[src/rsts_consts.svh]
`ifndef RSTS_CONSTS_SVH
`define RSTS_CONSTS_SVH

// Register byte offsets
`define RSTS_CTRL_OFF 8'h00
`define RSTS_FUNC_CFG_OFF 8'h04
`define RSTS_STATUS_OFF 8'h08
`define RSTS_PHASE_OFF 8'h0c

// Control register fields
`define RSTS_CTRL_PIN_SHORT_BIT 0
`define RSTS_CTRL_START_BIT 8

// Reset values
`define RSTS_CTRL_RST 32'h0000_0000
`define RSTS_FUNC_CFG_RST 32'h0000_0000

// Default internal phase length in clock cycles
`define RSTS_PHASE_CYC_DEF 16'h0010

// AXI responses
`define RSTS_RESP_OKAY 2'h0
`define RSTS_RESP_SLVERR 2'h2

`endif

[src/rsts_pkg.sv]
package rsts_pkg;

	// Reset sequence kinds
	typedef enum logic [5:0] {
		SEQ_NONE = 6'h01,
		SEQ_DESTR_BIST = 6'h02,
		SEQ_DESTR_NOBIST = 6'h04,
		SEQ_EXT_LONG_BIST = 6'h08,
		SEQ_FUNC_LONG = 6'h10,
		SEQ_FUNC_SHORT = 6'h20
	} rsts_seq_t;

	// Sequencer states
	typedef enum logic [3:0] {
		ST_RUN = 4'h1,
		ST_BUSY = 4'h2,
		ST_FINAL = 4'h4,
		ST_WAIT_PIN = 4'h8
	} rsts_state_t;

endpackage : rsts_pkg

[src/rsts_sync.sv]
`timescale 1ns/10ps
`default_nettype none

// Two-flop synchroniser for asynchronous levels
module rsts_sync #(
	parameter int WIDTH = 1,
	parameter logic [WIDTH-1:0] INIT = '0
) (
	// Clock and reset
	input wire logic clk,
	input wire logic reset_n,
	// Data
	input wire logic [WIDTH-1:0] d,
	output logic [WIDTH-1:0] q
);

	logic [WIDTH-1:0] meta_r; // First stage, read only by q

	// Both stages in one process
	always_ff @(posedge clk or negedge reset_n) begin
		if (!reset_n) begin
			meta_r <= INIT;
			q <= INIT;
		end else begin
			meta_r <= d;
			q <= meta_r;
		end
	end

endmodule : rsts_sync

`default_nettype wire

[src/rsts_seq.sv]
// What this block does
// - Destructive source starts destructive sequence, NVM-selected self test
// - Destructive sources never start external or functional
// - Pin assert, long, self test: external long
// - Pin assert, long, no self test: functional long
// - Pin assert, short config: functional short
// - Pin starts sequence only from running released
// - Pin never starts destructive; low pin prolongs
// - Releasing pin marks sequence end; external low extends
// - Functional sequence shown on pin if every source trigger is enabled; software start never shown
// - Device only drives pin low, never high
// - Sequence ends entering run mode
// - Functional sequence from a source drives pin only when enabled; pin-started ones always drive it
`timescale 1ns/10ps
`default_nettype none
`include "rsts_consts.svh"

module rsts_seq #(
	parameter int NFUNC = 8,
	parameter int NDESTR = 4
) (
	// Clock and reset
	input wire logic clk,
	input wire logic reset_n,
	// Reset sources, asynchronous levels
	input wire logic [NDESTR-1:0] destr_src,
	input wire logic [NFUNC-1:0] func_src,
	// Nonvolatile configuration
	input wire logic nvm_self_test_en,
	// Reset pin, open drain
	input wire logic reset_pin_in,
	output logic reset_pin_out,
	output logic reset_pin_oe_n,
	// Sequencer status
	output logic run_operating_mode,
	output logic self_test_run,
	output rsts_pkg::rsts_seq_t seq_kind,
	// AXI4-Lite write address
	input wire logic [7:0] s_axi_awaddr,
	input wire logic s_axi_awvalid,
	output logic s_axi_awready,
	// AXI4-Lite write data
	input wire logic [31:0] s_axi_wdata,
	input wire logic [3:0] s_axi_wstrb,
	input wire logic s_axi_wvalid,
	output logic s_axi_wready,
	// AXI4-Lite write response
	output logic [1:0] s_axi_bresp,
	output logic s_axi_bvalid,
	input wire logic s_axi_bready,
	// AXI4-Lite read address
	input wire logic [7:0] s_axi_araddr,
	input wire logic s_axi_arvalid,
	output logic s_axi_arready,
	// AXI4-Lite read data
	output logic [31:0] s_axi_rdata,
	output logic [1:0] s_axi_rresp,
	output logic s_axi_rvalid,
	input wire logic s_axi_rready
);
	import rsts_pkg::*;

	// Synchronised inputs
	logic [NDESTR-1:0] destr_s;
	logic [NFUNC-1:0] func_s;
	logic pin_s;
	logic nvm_s;

	// Pin idles high through the pull-up, so start released
	rsts_sync #(.WIDTH(NDESTR + NFUNC + 2), .INIT({{(NDESTR + NFUNC){1'b0}}, 2'b10})) u_sync (
		.clk(clk),
		.reset_n(reset_n),
		.d({destr_src, func_src, reset_pin_in, nvm_self_test_en}),
		.q({destr_s, func_s, pin_s, nvm_s})
	);

	// Whole state of the block
	typedef struct packed {
		rsts_state_t st;
		rsts_seq_t kind;
		logic [15:0] cnt;
		logic pin_low;
		logic run;
		logic bist;
		logic pin_prev;
		logic pin_short;
		logic [15:0] phase_cyc;
		logic [NFUNC-1:0] func_long;
		logic [NFUNC-1:0] func_pin_en;
		logic [NFUNC-1:0] last_src;
		logic aw_got;
		logic w_got;
		logic [7:0] aw_addr;
		logic [31:0] w_data;
		logic [3:0] w_strb;
		logic awready;
		logic wready;
		logic bvalid;
		logic [1:0] bresp;
		logic arready;
		logic rvalid;
		logic [31:0] rdata;
		logic [1:0] rresp;
	} rsts_state_all_t;

	rsts_state_all_t s_r;
	rsts_state_all_t s_nxt;

	// Per-source functional request classified by configuration
	logic [NFUNC-1:0] func_long_req;
	logic [NFUNC-1:0] func_short_req;

	genvar gi;
	generate
		for (gi = 0; gi < NFUNC; gi++) begin : g_func
			// Each source starts only the sequence its config selects
			assign func_long_req[gi] = func_s[gi] & s_r.func_long[gi];
			assign func_short_req[gi] = func_s[gi] & ~s_r.func_long[gi];
		end
	endgenerate

	// Next-state logic: sequencer and register slave
	always_comb begin
		logic pin_fall;
		logic sw_start;
		logic [31:0] wd;
		logic [31:0] ctrl_rd;
		pin_fall = 1'b0;
		sw_start = 1'b0;
		wd = 32'h0000_0000;
		ctrl_rd = 32'h0000_0000;
		s_nxt = s_r;
		pin_fall = s_r.pin_prev & ~pin_s;
		s_nxt.pin_prev = pin_s;

		// Write channel handshakes, either order
		if (s_r.awready && s_axi_awvalid) begin
			s_nxt.aw_got = 1'b1;
			s_nxt.aw_addr = s_axi_awaddr;
			s_nxt.awready = 1'b0;
		end
		if (s_r.wready && s_axi_wvalid) begin
			s_nxt.w_got = 1'b1;
			s_nxt.w_data = s_axi_wdata;
			s_nxt.w_strb = s_axi_wstrb;
			s_nxt.wready = 1'b0;
		end
		// Commit a write once both halves are held
		if (s_r.aw_got && s_r.w_got && !s_r.bvalid) begin
			wd = s_r.w_data;
			s_nxt.bvalid = 1'b1;
			s_nxt.bresp = `RSTS_RESP_OKAY;
			unique case (s_r.aw_addr[7:2])
				6'(`RSTS_CTRL_OFF >> 2): begin
					if (s_r.w_strb[0]) begin
						s_nxt.pin_short = wd[`RSTS_CTRL_PIN_SHORT_BIT];
					end
					// Software request starts a long functional sequence that never drives the pin
					if (s_r.w_strb[1]) begin
						sw_start = wd[`RSTS_CTRL_START_BIT];
					end
				end
				6'(`RSTS_FUNC_CFG_OFF >> 2): begin
					// Low half: long select, high half: pin enable
					if (s_r.w_strb[0]) begin
						s_nxt.func_long = wd[NFUNC-1:0];
					end
					if (s_r.w_strb[2]) begin
						s_nxt.func_pin_en = wd[16 +: NFUNC];
					end
				end
				6'(`RSTS_PHASE_OFF >> 2): begin
					if (s_r.w_strb[0]) begin
						s_nxt.phase_cyc[7:0] = wd[7:0];
					end
					if (s_r.w_strb[1]) begin
						s_nxt.phase_cyc[15:8] = wd[15:8];
					end
				end
				default: begin
					s_nxt.bresp = `RSTS_RESP_SLVERR; // Status and unmapped
				end
			endcase
		end
		// Response taken, reopen the write channels
		if (s_r.bvalid && s_axi_bready) begin
			s_nxt.bvalid = 1'b0;
			s_nxt.aw_got = 1'b0;
			s_nxt.w_got = 1'b0;
			s_nxt.awready = 1'b1;
			s_nxt.wready = 1'b1;
		end

		// Read channel: one cycle from address to data
		if (s_r.arready && s_axi_arvalid) begin
			s_nxt.arready = 1'b0;
			s_nxt.rvalid = 1'b1;
			s_nxt.rresp = `RSTS_RESP_OKAY;
			ctrl_rd[`RSTS_CTRL_PIN_SHORT_BIT] = s_r.pin_short;
			unique case (s_axi_araddr[7:2])
				6'(`RSTS_CTRL_OFF >> 2): s_nxt.rdata = ctrl_rd;
				6'(`RSTS_FUNC_CFG_OFF >> 2): begin
					s_nxt.rdata = 32'h0000_0000;
					s_nxt.rdata[NFUNC-1:0] = s_r.func_long;
					s_nxt.rdata[16 +: NFUNC] = s_r.func_pin_en;
				end
				6'(`RSTS_STATUS_OFF >> 2): begin
					// Sequence kind, state, run, self test, pin level
					s_nxt.rdata = {13'h0, pin_s, s_r.bist, s_r.run, 2'h0, s_r.st, 4'h0, s_r.kind};
				end
				6'(`RSTS_PHASE_OFF >> 2): s_nxt.rdata = {16'h0000, s_r.phase_cyc};
				default: begin
					s_nxt.rdata = 32'h0000_0000;
					s_nxt.rresp = `RSTS_RESP_SLVERR;
				end
			endcase
		end
		if (s_r.rvalid && s_axi_rready) begin
			s_nxt.rvalid = 1'b0;
			s_nxt.arready = 1'b1;
		end

		// Sequencer
		unique case (s_r.st)
			ST_RUN: begin
				// Destructive sources always win and ignore the pin
				if (|destr_s) begin
					s_nxt.kind = nvm_s ? SEQ_DESTR_BIST : SEQ_DESTR_NOBIST;
					s_nxt.bist = nvm_s;
					s_nxt.pin_low = 1'b1;
					s_nxt.st = ST_BUSY;
				end else if (pin_fall && s_r.run) begin
					// Only an edge seen while running counts
					s_nxt.st = ST_BUSY;
					s_nxt.pin_low = 1'b1;
					if (s_r.pin_short) begin
						s_nxt.kind = SEQ_FUNC_SHORT;
						s_nxt.bist = 1'b0;
					end else if (nvm_s) begin
						s_nxt.kind = SEQ_EXT_LONG_BIST;
						s_nxt.bist = 1'b1;
					end else begin
						s_nxt.kind = SEQ_FUNC_LONG;
						s_nxt.bist = 1'b0;
					end
				end else if (|func_long_req || sw_start) begin
					s_nxt.kind = SEQ_FUNC_LONG;
					s_nxt.bist = 1'b0;
					s_nxt.last_src = func_long_req;
					// Pin shown only if every trigger is enabled for it
					s_nxt.pin_low = ((func_long_req & ~s_r.func_pin_en) == '0) && !sw_start;
					s_nxt.st = ST_BUSY;
				end else if (|func_short_req) begin
					s_nxt.kind = SEQ_FUNC_SHORT;
					s_nxt.bist = 1'b0;
					s_nxt.last_src = func_short_req;
					s_nxt.pin_low = (func_short_req & ~s_r.func_pin_en) == '0;
					s_nxt.st = ST_BUSY;
				end
				s_nxt.cnt = 16'h0000;
				if (s_nxt.st == ST_BUSY) begin
					s_nxt.run = 1'b0;
				end
			end
			ST_BUSY: begin
				// Internal phases; short sequence uses a quarter length
				s_nxt.cnt = s_r.cnt + 16'h0001;
				if (s_r.cnt >= ((s_r.kind == SEQ_FUNC_SHORT) ? {2'h0, s_r.phase_cyc[15:2]} : s_r.phase_cyc)) begin
					s_nxt.cnt = 16'h0000;
					s_nxt.st = ST_FINAL;
				end
			end
			ST_FINAL: begin
				// End of internal sequence: let go of the pin
				s_nxt.pin_low = 1'b0;
				s_nxt.bist = 1'b0;
				s_nxt.st = ST_WAIT_PIN;
			end
			ST_WAIT_PIN: begin
				// Final phase stretched while the pin is held low outside
				if (pin_s) begin
					s_nxt.st = ST_RUN;
					s_nxt.run = 1'b1;
				end
			end
			default: begin
				s_nxt.st = ST_RUN;
			end
		endcase
	end

	// State register
	always_ff @(posedge clk or negedge reset_n) begin
		if (!reset_n) begin
			s_r <= '{
				st: ST_WAIT_PIN,
				kind: SEQ_NONE,
				cnt: 16'h0000,
				pin_low: 1'b0,
				run: 1'b0,
				bist: 1'b0,
				pin_prev: 1'b1,
				pin_short: 1'(`RSTS_CTRL_RST >> `RSTS_CTRL_PIN_SHORT_BIT),
				phase_cyc: `RSTS_PHASE_CYC_DEF,
				func_long: '0,
				func_pin_en: '0,
				last_src: '0,
				aw_got: 1'b0,
				w_got: 1'b0,
				aw_addr: 8'h00,
				w_data: 32'h0000_0000,
				w_strb: 4'h0,
				awready: 1'b1,
				wready: 1'b1,
				bvalid: 1'b0,
				bresp: 2'h0,
				arready: 1'b1,
				rvalid: 1'b0,
				rdata: 32'h0000_0000,
				rresp: 2'h0
			};
		end else begin
			s_r <= s_nxt;
		end
	end

	// Outputs straight from the state register; pin only ever pulled low
	assign reset_pin_out = 1'b0;
	assign reset_pin_oe_n = ~s_r.pin_low;
	assign run_operating_mode = s_r.run;
	assign self_test_run = s_r.bist;
	assign seq_kind = s_r.kind;
	assign s_axi_awready = s_r.awready;
	assign s_axi_wready = s_r.wready;
	assign s_axi_bresp = s_r.bresp;
	assign s_axi_bvalid = s_r.bvalid;
	assign s_axi_arready = s_r.arready;
	assign s_axi_rdata = s_r.rdata;
	assign s_axi_rresp = s_r.rresp;
	assign s_axi_rvalid = s_r.rvalid;

endmodule : rsts_seq

`default_nettype wire

[config.mk]
export PLATFORM = sky130hd
export DESIGN_NAME = rsts_seq
export DESIGN_NICKNAME = d
export VERILOG_FILES = /design/src/rsts_pkg.sv /design/src/rsts_sync.sv /design/src/rsts_seq.sv
export VERILOG_INCLUDE_DIRS = /design/src /design/src/src
export SDC_FILE = /design/constraint.sdc
export NUM_CORES = 1
export LEC_CHECK = 0
export BUFFER_PORTS_ARGS = -buffer_cell sky130_fd_sc_hd__buf_2
export CORE_ASPECT_RATIO = 2
export CORE_UTILIZATION = 53
export CTS_CLUSTER_SIZE = 20
export DETAILED_ROUTE_END_ITERATION = 7
export PLACE_DENSITY = 0.86
export SLEW_MARGIN = 20
export SYNTH_ARGS = -nofsm -noshare
export SYNTH_HDL_FRONTEND = slang
export SYNTH_SLANG_ARGS = --single-unit
[constraint.sdc]
create_clock -name clk -period 9 [get_ports clk]
set_clock_uncertainty 0.2 [all_clocks]
set_input_delay 1.8 -clock clk [delete_from_list [all_inputs] [get_ports clk]]
set_output_delay 1.8 -clock clk [all_outputs]
set_load 0.02 [all_outputs]
==> flow_results.org <==
** Yosys
- For this run, the number of Yosys warnings is 0.
- After technology mapping, the gate count stands at 634.
- Flop and latch count out of synthesis :: 157
- In this run, synthesis inferred 0 flip-flops with an integrated enable.
- Synthesis instantiated 50 different standard cells from the library.
- The mapped netlist covers 7270 um^2.
- Among all flip-flop cells after synthesis, the most frequent one is sky130_fd_sc_hd__dfrtp_1.
- A synthesized cell averages 11.5 um^2.
- Share of synthesized flip-flops with an asynchronous set or reset :: 1.00
- Share of synthesized area occupied by flip-flops and latches :: 0.542

** Critical path
- On the worst path, the slowest cell contributes a delay of 0.56 ns.
- Crit Path Max Fanout :: 17
- Crit path launch type :: flop
- Sum of buffers and inverters on the critical path :: 0
- Critical path required time :: 9.14 ns
- For the worst setup path, the data arrival time is 4.29 ns.
- Among the stages of the critical path, the cell type that occurs most often is sky130_fd_sc_hd__a31oi_1.
- Kind of end point of the critical path :: flop
- Crit path max-delay family :: simple AND/OR/NAND/NOR gates
- Max stage delay cell, worst path :: sky130_fd_sc_hd__and2_1
- Category of the most critical setup path :: flop to flop
- Cells traversed along the worst timing path :: nor4b_1, nand2_1, mux2_2, ha_1, nand2b_1, a2111o_1, a31oi_1, and2_1, a41oi_1, a31oi_1

** Timing
- Setup violations remaining at the end of the flow were counted as 0.
- Once routing completed, OpenROAD measured the worst setup slack at 4.85 ns.
- The worst pin sits at a relative slew slack of 0.313.
- For the finished layout, the period the worst path requires is 4.15 ns.
- Derived from the worst setup path, the maximum achievable clock frequency is 241 MHz.
- Measured slew at the worst slew-check pin :: 1.02 ns
- Sum of negative setup slack :: 0 ns
- Unrepaired setup endpoints after global routing :: no
- The max-slew violation total from the final report came to 0.
- The number of failing hold endpoints at the final stage is 0.
- Crit share post-route :: 0.462
- Across all hold checks on the routed design, the worst slack comes to 0.146 ns.

** Placement
- Final weighted congestion of routability-driven global placement :: 1.03
- Buffers placed on the I/O ports in this run total 99.
- Prior to clock tree synthesis, the placed netlist has a worst setup slack of 4.98 ns.
- After detailed placement, the total cell area comes to 7620 um^2.
- Once placement completed, the tool counted placed cells totaling 838.
- Summed over all nets, the half-perimeter wirelength after detailed placement is 12,600 um.

** Layout
- The layout has 1,028 filler cells.
- In the final design database the tool counted 792 nets.
- The finished layout holds 870 standard cells, fillers aside.
- With fillers left out, the area of the finished cells amounts to 8220 um^2.
- Measured on the finished design, the core utilization comes to 0.611.
- In the final layout, the share of cells above drive strength 1 is 0.306.
- The area growth from synthesis to layout is 12.9%.
- The number of antenna diodes in the final layout is 0.

** Route
- Wirelength per Cell :: 19.8 um
- Count of antenna-violating nets left after detailed routing :: 0
- Wire length reported by the detailed router :: 17,300 um
- Number of optimization iterations in the first detailed-route pass :: 8
- For this run, design rule violations remaining after detail routing come to 6.
- Vias :: 5,183
- Routed via count divided by cell count :: 5.96
- For this block, the initial DRC count from the detailed router was 331.

** Clock tree
- TritonCTS clock tree :: done
- Root Buffer :: sky130_fd_sc_hd__clkbuf_16
- Clock latency on the worst-skew pair :: 0.43 ns
- No sink is reached through more buffers than the 2 on the longest clock path.
- Buffers added to address setup during post-CTS repair amount to 0.
- CTS built an H-tree with a depth of 4.
- Clock transition at the registers of the reported paths :: 0.06 ns
- Post-cts gate resize count :: 0
- The number of clock buffers added by TritonCTS is 17.
- Post-CTS Hold Buffers :: 0
- CTS saw 157 sinks.

** Run status
- Failing checks :: design-rule violations
- Run status :: finished, violations left

** Floorplanning
- For this configuration, the core starts out at a cell density of 0.541.
- Floorplan row count :: 60
- For this design the top-level I/O count stands at 124.
- The core region is 13,400 um^2.
- The floorplan step set the die height to 168 um.
- Die outline area :: 14,200 um^2
- Horizontal die dimension :: 84.8 um

** Power and ir drop
- Overall power consumption after layout is estimated at 2.35 mW.
- Leakage Power :: 4.00 nW
- Power per cell area :: 286 nW/um^2
- The worst-case IR drop observed on VDD is 0.000194 V.

** Global routing
- Largest net degree at the start of global routing :: 89
- The number of global-route vias before repair is 5,470.
- Leftover overflow at the end of global routing :: 0
- The initial antenna violation count was 0.
- In the global route stage, overall resource usage came out at 0.260.
- Global-route wire length before repair :: 27,700 um

** Min path
- The tightest min-delay check is of the flop to flop type.

** Job
- Number of max-cap violations :: 0
[logic make-up after synthesis]
| logic type | after synthesis | synth area share |
|---|---|---|
| AOI/OAI and AO/OA | 106 | 0.0925 |
| adders and majority gates | 17 | 0.0292 |
| buffers and inverters | 80 | 0.0652 |
| DFF | 157 | 0.542 |
| muxes | 91 | 0.139 |
| other | 1 | 0.000516 |
| and+or+nand+nor | 182 | 0.132 |
[cell type report]
type | instances | area [um^2] | area share
clock inverter | 13 | 153 | 0.0186
multi-input combinational | 407 | 2900 | 0.353
tap | 155 | 194 | 0.0236
timing repair buffer | 101 | 520 | 0.0634
inverter | 18 | 67.6 | 0.00822
clock buffer | 19 | 443 | 0.0539
sequential | 157 | 3940 | 0.480
[metal layers]
layer / share of wire / up-vias / GRT usage
met4: 0.071 / 0 / 0.188
li1: - / 2346 / -
met5: 0 / - / 0
met3: 0.048 / 84 / 0.0542
met1: 0.34 / 2526 / 0.263
met2: 0.54 / 227 / 0.463
[worst paths after layout]
check / startpoint / to / slack, ns / cells past startpoint
worst min register to register: u_sync.meta_r[3]$_DFF_PN0_ / u_sync.q[3]$_DFF_PN0_ / 0.15 / 0
max in group asynchronous: reset_n / u_sync.q[2]$_DFF_PN0_ / 6.28 / 2
worst max-delay path: seq_kind[2]$_DFFE_PN0P_ / s_r[142]$_DFFE_PN0P_ / 4.85 / 10
worst min-delay path: u_sync.meta_r[3]$_DFF_PN0_ / u_sync.q[3]$_DFF_PN0_ / 0.15 / 0
worst max register to register: seq_kind[2]$_DFFE_PN0P_ / s_r[142]$_DFFE_PN0P_ / 4.85 / 10
min in group asynchronous: reset_n / s_r[140]$_DFFE_PN0P_ / 1.15 / 1
[registers in the layout (all words and copies together) (netlist names)]
register,cells
run_operating_mode,1
s_axi_arready,1
s_axi_awready,1
s_axi_bresp,1
s_axi_bvalid,1
s_axi_rdata,24
s_axi_rresp,1
s_axi_rvalid,1
s_axi_wready,1
s_r,90
self_test_run,1
seq_kind,6
u_sync.meta_r,14
u_sync.q,14
[report_power, final]
group	total (mW)	switching (mW)	internal, mW	leakage, nW
logic	0.581	0.322	0.258	1.71
registers	1.05	0.172	0.874	2.00
clock network	0.721	0.298	0.423	0.293
[Yosys cell counts (all sizes together) (10+ instances only)]
library cell  count  area share
inv              18      0.0093
nor3b            11       0.011
mux2             70        0.11
clkbuf           14      0.0072
nand3b           11       0.011
ha               17       0.029
a22oi            10       0.010
dfrtp           148        0.51
nand3            16       0.012
mux2i            20       0.028
buf              48       0.049
o21ai            39       0.027
nand2            71       0.037
nor2             14      0.0072
a21oi            23       0.016
[cell usage in the layout, fill, tap and decap left out, types with 14 or more instances in the layout]
cell type / netlist / routed
sky130_fd_sc_hd__ha_1: 17 / 17
sky130_fd_sc_hd__nand3_1: 15 / 15
sky130_fd_sc_hd__inv_1: 18 / 18
sky130_fd_sc_hd__clkbuf_16: 0 / 17
sky130_fd_sc_hd__nor2_1: 14 / 14
sky130_fd_sc_hd__dfrtp_1: 148 / 148
sky130_fd_sc_hd__mux2i_1: 20 / 20
sky130_fd_sc_hd__o21ai_0: 38 / 38
sky130_fd_sc_hd__mux2_2: 70 / 70
sky130_fd_sc_hd__buf_2: 4 / 98
sky130_fd_sc_hd__a21oi_1: 23 / 23
sky130_fd_sc_hd__nand2_1: 71 / 71
Note: power is estimated with default switching activity, not from simulation.
